[src/hw/usb_core_pkg.sv]
// Purpose: Shared constants for the USB core address, power and endpoint interrupt logic
// Assumes: AHB-Lite register access, one word per register
// Notes: Offsets are byte addresses
package usb_core_pkg;
	localparam logic [7:0] OFF_FUNC_ADDR = 8'h00;
	localparam logic [7:0] OFF_POWER = 8'h04;
	localparam logic [7:0] OFF_TX_IRQ = 8'h08;
	localparam logic [7:0] OFF_RX_IRQ = 8'h0C;
	localparam logic [7:0] OFF_DEV_CTRL = 8'h10;
	localparam logic [7:0] OFF_USB_IRQ = 8'h14;
	localparam logic [7:0] OFF_IRQ_MASK = 8'h18;
	localparam logic [7:0] OFF_TX_MASK = 8'h1C;
	localparam logic [7:0] OFF_RX_MASK = 8'h20;

	// Power control field positions, and the mode bit of device control
	localparam int P_ISO = 7;
	localparam int P_SOFT_CONNECT = 6;
	localparam int P_HIGH_SPEED_ENABLE = 5;
	localparam int P_HSACT = 4;
	localparam int P_RESET = 3;
	localparam int P_RESUME = 2;
	localparam int P_SUSP = 1;
	localparam int P_SUSPOE = 0;
	localparam int DC_MODE = 2;

	// Common event bits of the block's own status register
	localparam int EV_SUSPEND = 0;
	localparam int EV_RESUME = 1;
	localparam int EV_RESET = 2;
	localparam int EV_SOF = 3;
	localparam int EV_HS_DONE = 4;

	localparam logic [7:0] POWER_RESET = 8'h20;
	localparam logic [7:0] FUNCTION_ADDRESS_RESET = 8'h00;
	localparam logic [4:0] TX_VALID_MASK = 5'h1F;
	localparam logic [4:0] RX_VALID_MASK = 5'h1E;
	localparam logic [4:0] EVT_VALID_MASK = 5'h1F;
	localparam logic [4:0] MASK_RESET = 5'h00;
endpackage

[src/hw/usb_flag_bank.sv]
// Purpose: Sticky endpoint flags, cleared on read, set wins over clear
// Assumes: Read strobe is one cycle wide
// Notes: Read data comes from a register
`timescale 1ns/10ps
module usb_flag_bank
	import usb_core_pkg::*;
(
	input wire logic clk,
	input wire logic arst_n,
	input wire logic ce,
	input wire logic [4:0] set_in,
	input wire logic [4:0] valid,
	input wire logic rd,
	output logic [4:0] flags,
	output logic [4:0] rdata
);
	typedef struct packed {
		logic [4:0] flag;
		logic [4:0] rd;
	} state_type;
	state_type s_q, s_d;

	always_comb begin
		s_d = s_q;
		// Snapshot first, then clear what was seen; new events survive
		if (rd) begin
			s_d.rd = s_q.flag;
			s_d.flag = 5'h00;
		end
		s_d.flag = (s_d.flag | set_in) & valid;
	end

	always_ff @(posedge clk or negedge arst_n) begin
		if (!arst_n) begin
			s_q <= '0;
		end else if (ce) begin
			s_q <= s_d;
		end
	end

	assign flags = s_q.flag;
	assign rdata = s_q.rd;
endmodule

[src/hw/usb_core_ctrl.sv]
// Purpose: Function address, power management and endpoint interrupt status
// Assumes: Link events arrive as one-cycle pulses synchronous to CLK
// Notes on behaviour
// - Mode bit selects peripheral or host role
// - Peripheral compares token address with field
// - Iso update holds ready packet until SOF, peripheral role only
// - IN before SOF answers zero length
// - Soft connect drives or floats D lines
// - High speed enable allows negotiation
// - High speed status set on negotiation success
// - Reset bit shows bus reset, host writable
// - Host sets resume on remote wakeup
// - Suspend set by host software or peripheral
// - Suspend clears on interrupt read or resume
// - Suspend output gated by enable bit
// - Tx status bits 0-4, rest zero
// - Rx status bits 1-4, others zero
//
// The AHB-Lite interface to the registers and the register offsets are this design's own decisions.
`timescale 1ns/10ps
module usb_core_ctrl
	import usb_core_pkg::*;
(
	// Clock, reset, enable
	input wire logic CLK,
	input wire logic ARST_N,
	input wire logic CE,
	// AHB-Lite slave
	input wire logic HSEL,
	input wire logic [7:0] HADDR,
	input wire logic [1:0] HTRANS,
	input wire logic HWRITE,
	input wire logic [2:0] HSIZE,
	input wire logic HREADY,
	input wire logic [31:0] HWDATA,
	output logic [31:0] HRDATA,
	output logic HREADYOUT,
	output logic HRESP,
	output logic IRQ,
	// Link events from the protocol engine
	input wire logic TOKEN_VALID,
	input wire logic [6:0] TOKEN_ADDR,
	input wire logic TOKEN_IN,
	input wire logic TOKEN_ISO,
	input wire logic SOF_SEEN,
	input wire logic BUS_RESET,
	input wire logic SUSPEND_SEEN,
	input wire logic RESUME_SEEN,
	input wire logic HS_NEG_OK,
	input wire logic TX_PKT_READY,
	input wire logic [4:0] TX_EP_EVENT,
	input wire logic [4:0] RX_EP_EVENT,
	input wire logic SOFT_CONN_AVAIL,
	// Link controls
	output logic ADDR_MATCH,
	output logic HOST_MODE,
	output logic [6:0] TARGET_ADDR,
	output logic TX_SEND,
	output logic TX_ZERO_LEN,
	output logic HS_NEG_EN,
	output logic DRIVE_RESET,
	output logic DRIVE_RESUME,
	output logic LINE_OE,
	output logic SUSPEND_N_OUT
);
	typedef enum logic [1:0] {
		ISO_IDLE = 2'b01,
		ISO_WAIT = 2'b10
	} iso_type;

	typedef struct packed {
		logic [7:0] addr;
		logic [7:0] power;
		logic [7:0] dev_ctrl;
		logic [4:0] evt;
		logic [4:0] evt_mask;
		logic [4:0] tx_mask;
		logic [4:0] rx_mask;
		iso_type iso;
		logic dp_act;
		logic dp_wr;
		logic [7:0] dp_addr;
		logic [31:0] rdata;
		logic addr_match;
		logic tx_send;
		logic tx_zero;
	} state_type;

	state_type s_q, s_d;
	logic [4:0] tx_flags, rx_flags, tx_rd, rx_rd;
	logic tx_read, rx_read, addr_ok, host, rd_usb;

	function automatic logic [31:0] w8(input logic [7:0] v);
		w8 = {24'h00_0000, v};
	endfunction

	function automatic logic [31:0] w5(input logic [4:0] v);
		w5 = {27'h000_0000, v};
	endfunction

	assign addr_ok = HSEL && HREADY && HTRANS[1];
	assign host = s_q.dev_ctrl[DC_MODE];
	// Clear-on-read snapshots are taken at the address phase
	assign tx_read = addr_ok && !HWRITE && HADDR == OFF_TX_IRQ;
	assign rx_read = addr_ok && !HWRITE && HADDR == OFF_RX_IRQ;
	assign rd_usb = addr_ok && !HWRITE && HADDR == OFF_USB_IRQ;

	usb_flag_bank tx_bank (
		.clk(CLK),
		.arst_n(ARST_N),
		.ce(CE),
		.set_in(TX_EP_EVENT),
		.valid(TX_VALID_MASK),
		.rd(tx_read),
		.flags(tx_flags),
		.rdata(tx_rd)
	);

	usb_flag_bank rx_bank (
		.clk(CLK),
		.arst_n(ARST_N),
		.ce(CE),
		.set_in(RX_EP_EVENT),
		.valid(RX_VALID_MASK),
		.rd(rx_read),
		.flags(rx_flags),
		.rdata(rx_rd)
	);

	always_comb begin
		logic [7:0] wd;
		logic [4:0] ev;
		wd = HWDATA[7:0];
		ev = 5'h00;
		s_d = s_q;
		s_d.addr_match = 1'b0;
		s_d.tx_send = 1'b0;
		s_d.tx_zero = 1'b0;

		// Register writes, data phase
		if (s_q.dp_act && s_q.dp_wr) begin
			case (s_q.dp_addr)
				OFF_FUNC_ADDR: s_d.addr = {1'b0, wd[6:0]};
				OFF_POWER: begin
					s_d.power[P_ISO] = wd[P_ISO];
					s_d.power[P_SOFT_CONNECT] = wd[P_SOFT_CONNECT];
					s_d.power[P_HIGH_SPEED_ENABLE] = wd[P_HIGH_SPEED_ENABLE];
					s_d.power[P_RESUME] = wd[P_RESUME];
					s_d.power[P_SUSPOE] = wd[P_SUSPOE];
					if (host) begin
						s_d.power[P_RESET] = wd[P_RESET];
						s_d.power[P_SUSP] = wd[P_SUSP];
					end
				end
				OFF_DEV_CTRL: s_d.dev_ctrl = wd;
				OFF_USB_IRQ: s_d.evt = s_q.evt & ~wd[4:0];
				OFF_IRQ_MASK: s_d.evt_mask = wd[4:0];
				OFF_TX_MASK: s_d.tx_mask = wd[4:0] & TX_VALID_MASK;
				OFF_RX_MASK: s_d.rx_mask = wd[4:0] & RX_VALID_MASK;
				default: ;
			endcase
		end

		// Hardware status
		if (!host) begin
			s_d.power[P_RESET] = BUS_RESET;
			if (SUSPEND_SEEN) begin
				s_d.power[P_SUSP] = 1'b1;
			end
		end else if (RESUME_SEEN && s_q.power[P_SUSP]) begin
			s_d.power[P_RESUME] = 1'b1;
		end
		if (HS_NEG_OK && s_q.power[P_HIGH_SPEED_ENABLE]) begin
			s_d.power[P_HSACT] = 1'b1;
		end else if (!s_q.power[P_HIGH_SPEED_ENABLE]) begin
			s_d.power[P_HSACT] = 1'b0;
		end
		if (rd_usb || s_d.power[P_RESUME]) begin
			s_d.power[P_SUSP] = 1'b0;
		end

		// Token decode in peripheral role
		if (TOKEN_VALID && !host) begin
			s_d.addr_match = TOKEN_ADDR == s_q.addr[6:0];
		end

		// Isochronous transmit gating
		case (s_q.iso)
			ISO_IDLE: begin
				if (TX_PKT_READY) begin
					if (s_q.power[P_ISO] && !host) begin
						s_d.iso = ISO_WAIT;
					end else begin
						s_d.tx_send = 1'b1;
					end
				end
			end
			ISO_WAIT: begin
				if (SOF_SEEN) begin
					s_d.tx_send = 1'b1;
					s_d.iso = ISO_IDLE;
				end else if (TOKEN_VALID && TOKEN_IN && TOKEN_ISO) begin
					s_d.tx_zero = 1'b1;
				end
			end
			default: s_d.iso = ISO_IDLE;
		endcase

		// Sticky events; write-one clear loses to a new event
		ev[EV_SUSPEND] = SUSPEND_SEEN;
		ev[EV_RESUME] = RESUME_SEEN;
		ev[EV_RESET] = BUS_RESET;
		ev[EV_SOF] = SOF_SEEN;
		ev[EV_HS_DONE] = HS_NEG_OK;
		s_d.evt = (s_d.evt | ev) & EVT_VALID_MASK;

		// Bus address phase capture and read data
		if (HREADY) begin
			s_d.dp_act = addr_ok;
			s_d.dp_wr = HWRITE;
			s_d.dp_addr = HADDR;
		end
		if (addr_ok && !HWRITE) begin
			case (HADDR)
				OFF_FUNC_ADDR: s_d.rdata = w8(s_q.addr);
				OFF_POWER: s_d.rdata = w8(s_q.power);
				OFF_DEV_CTRL: s_d.rdata = w8(s_q.dev_ctrl);
				OFF_USB_IRQ: s_d.rdata = w5(s_q.evt);
				OFF_IRQ_MASK: s_d.rdata = w5(s_q.evt_mask);
				OFF_TX_MASK: s_d.rdata = w5(s_q.tx_mask);
				OFF_RX_MASK: s_d.rdata = w5(s_q.rx_mask);
				default: s_d.rdata = 32'h0000_0000;
			endcase
		end
	end

	always_ff @(posedge CLK or negedge ARST_N) begin
		if (!ARST_N) begin
			s_q <= '{addr: FUNCTION_ADDRESS_RESET, power: POWER_RESET, dev_ctrl: 8'h00,
				evt: MASK_RESET, evt_mask: MASK_RESET, tx_mask: MASK_RESET,
				rx_mask: MASK_RESET, iso: ISO_IDLE, dp_act: 1'b0, dp_wr: 1'b0,
				dp_addr: 8'h00, rdata: 32'h0000_0000, addr_match: 1'b0,
				tx_send: 1'b0, tx_zero: 1'b0};
		end else if (CE) begin
			s_q <= s_d;
		end
	end

	// Endpoint status reads come from the flag bank's own registered snapshot
	always_comb begin
		HRDATA = s_q.rdata;
		if (s_q.dp_act && !s_q.dp_wr) begin
			if (s_q.dp_addr == OFF_TX_IRQ) begin
				HRDATA = w5(tx_rd);
			end else if (s_q.dp_addr == OFF_RX_IRQ) begin
				HRDATA = w5(rx_rd);
			end
		end
	end

	assign HREADYOUT = 1'b1;
	assign HRESP = 1'b0;
	assign IRQ = |(s_q.evt & s_q.evt_mask) | |(tx_flags & s_q.tx_mask) |
		|(rx_flags & s_q.rx_mask);
	assign ADDR_MATCH = s_q.addr_match;
	assign HOST_MODE = host;
	assign TARGET_ADDR = s_q.addr[6:0];
	assign TX_SEND = s_q.tx_send;
	assign TX_ZERO_LEN = s_q.tx_zero;
	assign HS_NEG_EN = s_q.power[P_HIGH_SPEED_ENABLE];
	assign DRIVE_RESET = host && s_q.power[P_RESET];
	assign DRIVE_RESUME = s_q.power[P_RESUME];
	// Without soft connect the lines stay driven by the role logic
	assign LINE_OE = host || !SOFT_CONN_AVAIL || s_q.power[P_SOFT_CONNECT];
	assign SUSPEND_N_OUT = !(s_q.power[P_SUSPOE] && s_q.power[P_SUSP]);
endmodule

[config.mk]
export PLATFORM = sky130hd
export DESIGN_NAME = usb_core_ctrl
export DESIGN_NICKNAME = d
export VERILOG_FILES = /design/src/hw/usb_core_pkg.sv /design/src/hw/usb_flag_bank.sv /design/src/hw/usb_core_ctrl.sv
export SDC_FILE = /design/constraint.sdc
export NUM_CORES = 1
export LEC_CHECK = 0
export ABC_CLOCK_PERIOD_IN_PS = 2200
export BUFFER_PORTS_ARGS = -buffer_cell sky130_fd_sc_hd__buf_4
export CAP_MARGIN = 10
export CORE_MARGIN = 3
export CORE_UTILIZATION = 40
export DETAILED_ROUTE_END_ITERATION = 8
export HOLD_SLACK_MARGIN = 0.03
export MAX_ROUTING_LAYER = met4
export PLACE_DENSITY_LB_ADDON = 0.2
export SLEW_MARGIN = 20
export SYNTH_ARGS = -nofsm -noshare
export SYNTH_HDL_FRONTEND = slang
export SYNTH_SLANG_ARGS = --single-unit
[constraint.sdc]
create_clock -name CLK -period 2.2 [get_ports CLK]
set_input_delay 0.33 -clock CLK [delete_from_list [all_inputs] [get_ports CLK]]
set_output_delay 0.33 -clock CLK [all_outputs]
set_load 0.02 [all_outputs]
==> flow_metrics.py, run 1 <==
metrics = {
    "run_status": {
        "result_of_the_run": "finished with violations",
        "failing_checks": "negative setup slack",
    },
    "routing": {
        "num_vias": 3338,
        "detail_route.vias_per_cell": 5.46,
        "drt_drc_violations_left": 0,
        "postRouteWirelength_um": 11400,
        "first_iter_violations": 195,
        "post_drt_wl_per_cell_um": 18.7,
        "ant_nets": 0,
        "first_pass_iters": 5,
    },
    "final_layout": {
        "finalCoreUtilization_pct": 51.6,
        "filler_cell_count": 955,
        "final_layout_size_suffix_gt1_share_pct": 40.0,
        "layoutNonFillerInstCount": 611,
        "fin_area_um2": 5420,
        "antenna-diode-count": 0,
        "area.growth.synth_to_final_pct": 23.3,
        "final_net_count": 550,
    },
    "worst_hold_path": {
        "min-delay-path-class": "in -> reg",
    },
    "clocking": {
        "clock_tree_from_tritoncts": "done",
        "cts-htree-levels": 3,
        "maximum_number_of_buffers_from_clock_root_to_sink": 2,
        "ctsRootBufferMaster": "sky130_fd_sc_hd__clkbuf_8",
        "clk_pin_slew_ns": 0.09,
        "cts_buffers": 9,
        "worst_skew_pair.late_latency_ns": 0.36,
        "clock_sink_count": 83,
    },
    "global_routing": {
        "first_global_vias": 3242,
        "grt_max_degree": 48,
        "global_route_wire_length_before_repair_um": 18000,
        "grt_antenna_before_repair": 0,
        "grt_overflow_total": 0,
        "track_usage_pct": 19.1,
    },
    "critical_path": {
        "critical_path_required_ns": 1.87,
        "setup.worst_path.end_class": "output pin",
        "path_class": "reg -> out",
        "rrSetupSlack_ns": 0.15,
        "critPathMaxFanout": 5,
        "worst_setup_path_start_kind": "flip-flop",
        "critPathArrivalTime_ns": 2.02,
    },
    "die": {
        "ios": 129,
        "std_cell_rows": 37,
        "chipHeight_um": 111,
        "floorplan.initialDensity_pct": 41.8,
        "die_x_um": 111,
        "die_outline_area_um2": 12300,
        "fp.coreArea_um2": 10500,
    },
    "placed_design": {
        "post-place-ws_ns": 0.0281,
        "dpl.cell_count": 590,
        "gp_routability_congestion": 0.870,
        "placed_cell_area_um2": 5010,
        "place.detailed.hpwl_um": 8610,
        "io_buffers": 73,
    },
    "power_and_ir_drop": {
        "totalPowerFinal_mw": 3.47,
        "power_density_over_cell_area_nw_per_um2": 640,
        "max-vdd-ir-drop_mv": 0.276,
        "total_leakage_power_nw": 2.56,
    },
    "timing": {
        "rsz0062_at_grt": "true",
        "setup-tns-final_ns": -0.986,
        "slew_viol_final": 0,
        "worst_pin_slew_ns": 0.632,
        "achievable-frequency_ghz": 0.426,
        "timing.final.setup_violations": 8,
        "post-route-min-period_ns": 2.35,
        "hold-worst-slack_ns": 0.184,
        "hold_viol_final": 0,
        "worst_clock_skew_ns": 0.00813,
        "fin_crit_sh_pct": 107,
        "post-route-worst-setup-slack_ns": -0.148,
        "relSlewSlack_pct": 57.9,
    },
    "synth": {
        "post_synth_inst_count": 390,
        "compound_gate_fraction_of_synth_area_pct": 11.3,
        "dominant_combinational_cell_family_by_area_after_synthesis": "multiplexers",
        "post-synth-top-area-cell": "sky130_fd_sc_hd__dfrtp_1",
        "synth.top_cells.by_area": "sky130_fd_sc_hd__dfrtp_1 46%, sky130_fd_sc_hd__mux2_2 14%, sky130_fd_sc_hd__buf_4 5.8%",
        "mappedNetlistArea_um2": 4390,
        "asyncSetResetFlopFracSynth_pct": 100,
        "synthSimpleGateAreaFrac_pct": 13.8,
        "yosysWarningCount": 0,
        "xor_and_xnor_area_share_after_synthesis_pct": 1.40,
        "post_synth_edffs": 0,
        "postSynthAreaPerCell_um2": 11.3,
        "synthAdderAreaFrac_pct": 0.569,
        "netlist-cell-type-count": 52,
        "synth-seq-area-share_pct": 47.3,
        "yosys-mux-area-fraction_pct": 17.7,
        "yosysMostFrequentCell": "sky130_fd_sc_hd__dfrtp_1",
        "synth.cells.most_frequent": "81 x sky130_fd_sc_hd__dfrtp_1, 54 x sky130_fd_sc_hd__mux2_2, 37 x sky130_fd_sc_hd__nand2_1",
        "synth-seq-cells": 83,
        "synthDominantCellAreaShare_pct": 46.1,
        "ys.flop_type": "sky130_fd_sc_hd__dfrtp_1",
    },
    "run": {
        "drv_cap": 0,
    },
}
-- kinds of logic after synthesis --
| logic type | count (synthesis) |
|---|---|
| mux | 71 |
| fa+ha+maj | 2 |
| flops | 83 |
| xor+xnor | 7 |
| simple gates | 103 |
| compound gates | 67 |
| other cells | 2 |
| buf+inv | 55 |
-- where the power goes --
group,total (mW),switching (mW),internal [mW]
Sequential,1.67,0.0668,1.61
Combinational,0.535,0.293,0.242
Clock,1.26,0.566,0.696
Total,3.47,0.926,2.54
-- cells in the final DEF, fill, tap and decap left out, drive strengths merged, types with 2 or more instances in the layout --
cell type,count
or2,2
a32oi,4
and2,5
bufinv,2
nor4,7
and3,2
buf,92
clkinv,3
a22oi,5
mux2,54
or4b,3
or4,2
nand4bb,2
nor3,7
a21oi,6
nand3,5
nand4,7
dfrtp,81
o211ai,3
a22o,22
nor3b,2
nor2,7
nand2,37
o2bb2ai,5
ha,2
conb,26
nand3b,3
nor2b,3
dfstp,2
clkbuf,11
o21ai,14
mux2i,17
inv,7
nand2b,3
a221oi,2
or3,2
xor2,7
-- flip-flops by register name (all words and copies together) (netlist names) --
register and flops:
tx_bank.rdata 5, TX_SEND 1, HS_NEG_EN 1, s_q 52, DRIVE_RESUME 1, TX_ZERO_LEN 1
tx_bank.flags 5, HOST_MODE 1, ADDR_MATCH 1, rx_bank.flags 4, TARGET_ADDR 7, rx_bank.rdata 4
-- routing by layer --
metal | track usage, % | share of wire (%) | up-vias
li1 | - | - | 1533
met4 | 5.50 | 1.3 | 0
met2 | 29.8 | 48 | 104
met5 | - | 0 | -
met1 | 25.8 | 46 | 1690
met3 | 3.28 | 4.6 | 11
-- area by class of cell --
| class | instances | area, µm² | area share (%) |
|---|---|---|---|
| timing repair buffer | 93 | 754 | 13.9 |
| multi-input combinational | 276 | 2160 | 39.9 |
| sequential | 83 | 2080 | 38.4 |
| clock inverter | 5 | 75.1 | 1.39 |
| tap | 136 | 170 | 3.14 |
| inverter | 7 | 26.3 | 0.485 |
| clock buffer | 11 | 151 | 2.79 |
-- what timing repair did --
item,CTS,global route
hold endpoints to repair,44,0
setup endpoints to repair,8,8
buffers inserted,2,1
resized for setup,30,8
gates cloned,1,0
pin swaps,10,2
hold buffers,1,0
-- final timing paths --
path	from	to	depth (start not counted)
min in group asynchronous	ARST_N	tx_bank.rdata[0]	2
worst min register to register	TX_SEND	TX_SEND	2
worst max register to register	s_q[39]	s_q[82]	5
max in group asynchronous	ARST_N	s_q[45]	3
worst max-delay path	s_q[39]	HRDATA[2]	5
worst min-delay path	TX_EP_EVENT[0]	tx_bank.flags[0]	2
-- critical path, cell delays in order, from the launching register on --
cell,delay [ns]
sky130_fd_sc_hd__dfrtp_1,0.40
sky130_fd_sc_hd__or4_4,0.54
sky130_fd_sc_hd__nand4bb_4,0.25
sky130_fd_sc_hd__buf_6,0.18
sky130_fd_sc_hd__o21ai_4,0.13
sky130_fd_sc_hd__buf_6,0.13
Note: power is estimated with default switching activity, not from simulation.
==> inputs of run 2 (changes only) <==
--- a/config.mk
+++ b/config.mk
@@ -8,6 +8,7 @@
 export ABC_CLOCK_PERIOD_IN_PS = 2200
 export BUFFER_PORTS_ARGS = -buffer_cell sky130_fd_sc_hd__buf_4
 export CAP_MARGIN = 10
+export CORE_ASPECT_RATIO = 1.2
 export CORE_MARGIN = 3
 export CORE_UTILIZATION = 40
 export DETAILED_ROUTE_END_ITERATION = 8
==> run 2 against run 1 <==
Against the previous run: the run still ends with negative setup slack left; non-clock buffer count down 1; critical path depth grew 1; clock skew is 0.0032 ns lower; via count is 1.5% lower; worst setup slack improved by 0.079 ns; flip-flop and latch count stayed put; die area about the same; sequential power about the same; register-to-register slack barely moved; maximum frequency increased by 3.5%; largest power group unchanged; highest routed layer unchanged.
==> flow_metrics.py, run 2 (synthesized netlist as in run 1, its figures left out) <==
metrics = {
    "global_routing": {
        "global_route_wire_length_before_repair_um": 17800,
        "grt_overflow_total": 0,
        "grt_max_degree": 44,
        "grt_antenna_before_repair": 0,
        "first_global_vias": 3396,
        "track_usage_pct": 19.6,
    },
    "placed_design": {
        "io_buffers": 73,
        "place.detailed.hpwl_um": 8600,
        "gp_routability_congestion": 0.856,
        "post-place-ws_ns": 0.106,
    },
    "timing": {
        "timing.final.setup_violations": 8,
        "post-route-min-period_ns": 2.27,
        "relSlewSlack_pct": 58.0,
        "worst_clock_skew_ns": 0.00491,
        "fin_crit_sh_pct": 103,
        "post-route-worst-setup-slack_ns": -0.0688,
        "rsz0062_at_grt": "true",
        "hold_viol_final": 0,
        "worst_pin_slew_ns": 0.624,
        "achievable-frequency_ghz": 0.441,
        "slew_viol_final": 0,
    },
    "routing": {
        "detail_route.vias_per_cell": 5.45,
        "drt_drc_violations_left": 0,
        "num_vias": 3287,
        "ant_nets": 0,
        "postRouteWirelength_um": 11200,
        "post_drt_wl_per_cell_um": 18.5,
        "first_iter_violations": 166,
        "first_pass_iters": 4,
    },
    "critical_path": {
        "setup.worst_path.end_class": "output pin",
        "critical_path_required_ns": 1.87,
        "timing.critical_path.mode_cell": "sky130_fd_sc_hd__buf_6",
        "crit_path_cell_trace": "or4_4, nand4bb_4, buf_6, nand2_2, o21ai_4, buf_6",
        "critical_path.max_stage_delay_ns": 0.54,
        "rrSetupSlack_ns": 0.16,
        "slowest_stage": "sky130_fd_sc_hd__or4_4",
        "path_class": "reg -> out",
        "critPathMaxFanout": 5,
        "worst_setup_path_start_kind": "flip-flop",
        "critPathArrivalTime_ns": 1.94,
    },
    "final_layout": {
        "multiInputGateArea_um2": 2150,
        "filler_cell_count": 961,
        "largest_register_ffs": 52,
        "layout.cells.most_common_list": "81 x sky130_fd_sc_hd__dfrtp_1, 79 x sky130_fd_sc_hd__buf_4, 54 x sky130_fd_sc_hd__mux2_2, 34 x sky130_fd_sc_hd__nand2_1, 26 x sky130_fd_sc_hd__conb_1",
        "finalCoreUtilization_pct": 51.7,
        "final_layout_size_suffix_gt1_share_pct": 39.5,
        "seq_area_um2": 2080,
        "final_net_count": 549,
        "regMostFlops": "s_q",
        "antenna-diode-count": 0,
        "area.growth.synth_to_final_pct": 25.0,
        "final_common_cell": "sky130_fd_sc_hd__dfrtp_1",
    },
    "run_status": {
        "failing_checks": "negative setup slack",
        "result_of_the_run": "finished with violations",
    },
    "power_and_ir_drop": {
        "power_density_over_cell_area_nw_per_um2": 700,
        "swShare_pct": 25.8,
        "pwr-share-comb_pct": 14.0,
        "power.net_switching_mw": 0.990,
        "max-vdd-ir-drop_mv": 0.510,
        "p_int_mw": 2.85,
        "power.sequential.fraction_pct": 43.6,
        "total_leakage_power_nw": 2.58,
        "power.clock.fraction_pct": 42.4,
    },
    "clocking": {
        "clk_pin_slew_ns": 0.06,
        "cts-htree-levels": 3,
        "clock_sink_count": 83,
        "clock_tree_from_tritoncts": "done",
        "cts_buffers": 9,
        "worst_skew_pair.late_latency_ns": 0.34,
        "maximum_number_of_buffers_from_clock_root_to_sink": 2,
        "ctsRootBufferMaster": "sky130_fd_sc_hd__clkbuf_16",
    },
    "die": {
        "chipHeight_um": 121,
        "die_outline_area_um2": 12300,
        "std_cell_rows": 41,
        "ios": 129,
        "fp.coreArea_um2": 10600,
        "die_x_um": 102,
        "floorplan.initialDensity_pct": 41.4,
    },
    "run": {
        "drv_cap": 0,
    },
    "worst_hold_path": {
        "min-delay-path-class": "in -> reg",
    },
}
[run 2: final timing paths]
kind                                 from          endpoint  cells past startpoint
max                               s_q[40]         HRDATA[3]                      6
min                        RX_EP_EVENT[1]  rx_bank.flags[1]                      2
max reg2reg                       s_q[40]           s_q[76]                      5
min reg2reg                        s_q[3]            s_q[3]                      2
max in group asynchronous          ARST_N         HS_NEG_EN                      3
min in group asynchronous          ARST_N           s_q[64]                      2
[run 2: area by class of cell]
type	count	area share (%)
Sequential cell	83	37.9
Clock inverter	7	1.82
Multi-Input combinational cell	276	39.2
Tap cell	129	2.94
Timing Repair Buffer	92	13.6
Clock buffer	9	4.10
Inverter	7	0.478
[run 2: stage by stage]
step           setup TNS (ns)  hold WS [ns]  area, µm²  instances  total power [mW]
2_1_floorplan         -0.0165        0.0344       4480        414              2.03
3_3_place_gp                0         0.342       5010        583              2.22
3_5_place_dp                0         0.347       5010        583              2.24
4_1_cts                -0.752         0.202       5450        603              3.87
5_1_grt                -0.878         0.206       5490        603              3.99
6_report               -0.410         0.213       5490        603              3.84
[run 2: metal layers]
| metal | share of wire [%] | vias to the layer above | track usage, % |
|---|---|---|---|
| met5 | 0 | - | - |
| met4 | 2.0 | 0 | 6.65 |
| met3 | 4.8 | 17 | 3.23 |
| met2 | 50 | 89 | 31.7 |
| met1 | 43 | 1647 | 24.8 |
| li1 | - | 1534 | - |
[run 2: critical path, delay by kind of cell, from the launching register on]
| kind | cells | cell delay, ns |
|---|---|---|
| AND/OR/NAND/NOR | 3 | 0.87 |
| flip-flops | 1 | 0.37 |
| AO/OA/AOI/OAI | 1 | 0.05 |
| buffers and inverters | 2 | 0.31 |
[run 2: repair_timing]
| item | CTS | global route |
|---|---|---|
| gates resized for setup | 26 | 8 |
| endpoints found under the setup margin | 8 | 8 |
| hold endpoints to repair | 39 | 0 |
| pin swaps | 10 | 1 |
| buffers inserted | 2 | 0 |
| gates cloned | 1 | 0 |
| hold buffers | 1 | 0 |
[run 2: power groups by stage]
stage / Combinational (mW) / Clock, mW / Sequential [mW]
CTS: 0.546 / 1.65 / 1.68
finish: 0.538 / 1.63 / 1.68
global route: 0.591 / 1.72 / 1.68
floorplan: 0.335 / 0 / 1.70
detailed placement: 0.534 / 0 / 1.70
global placement: 0.524 / 0 / 1.70
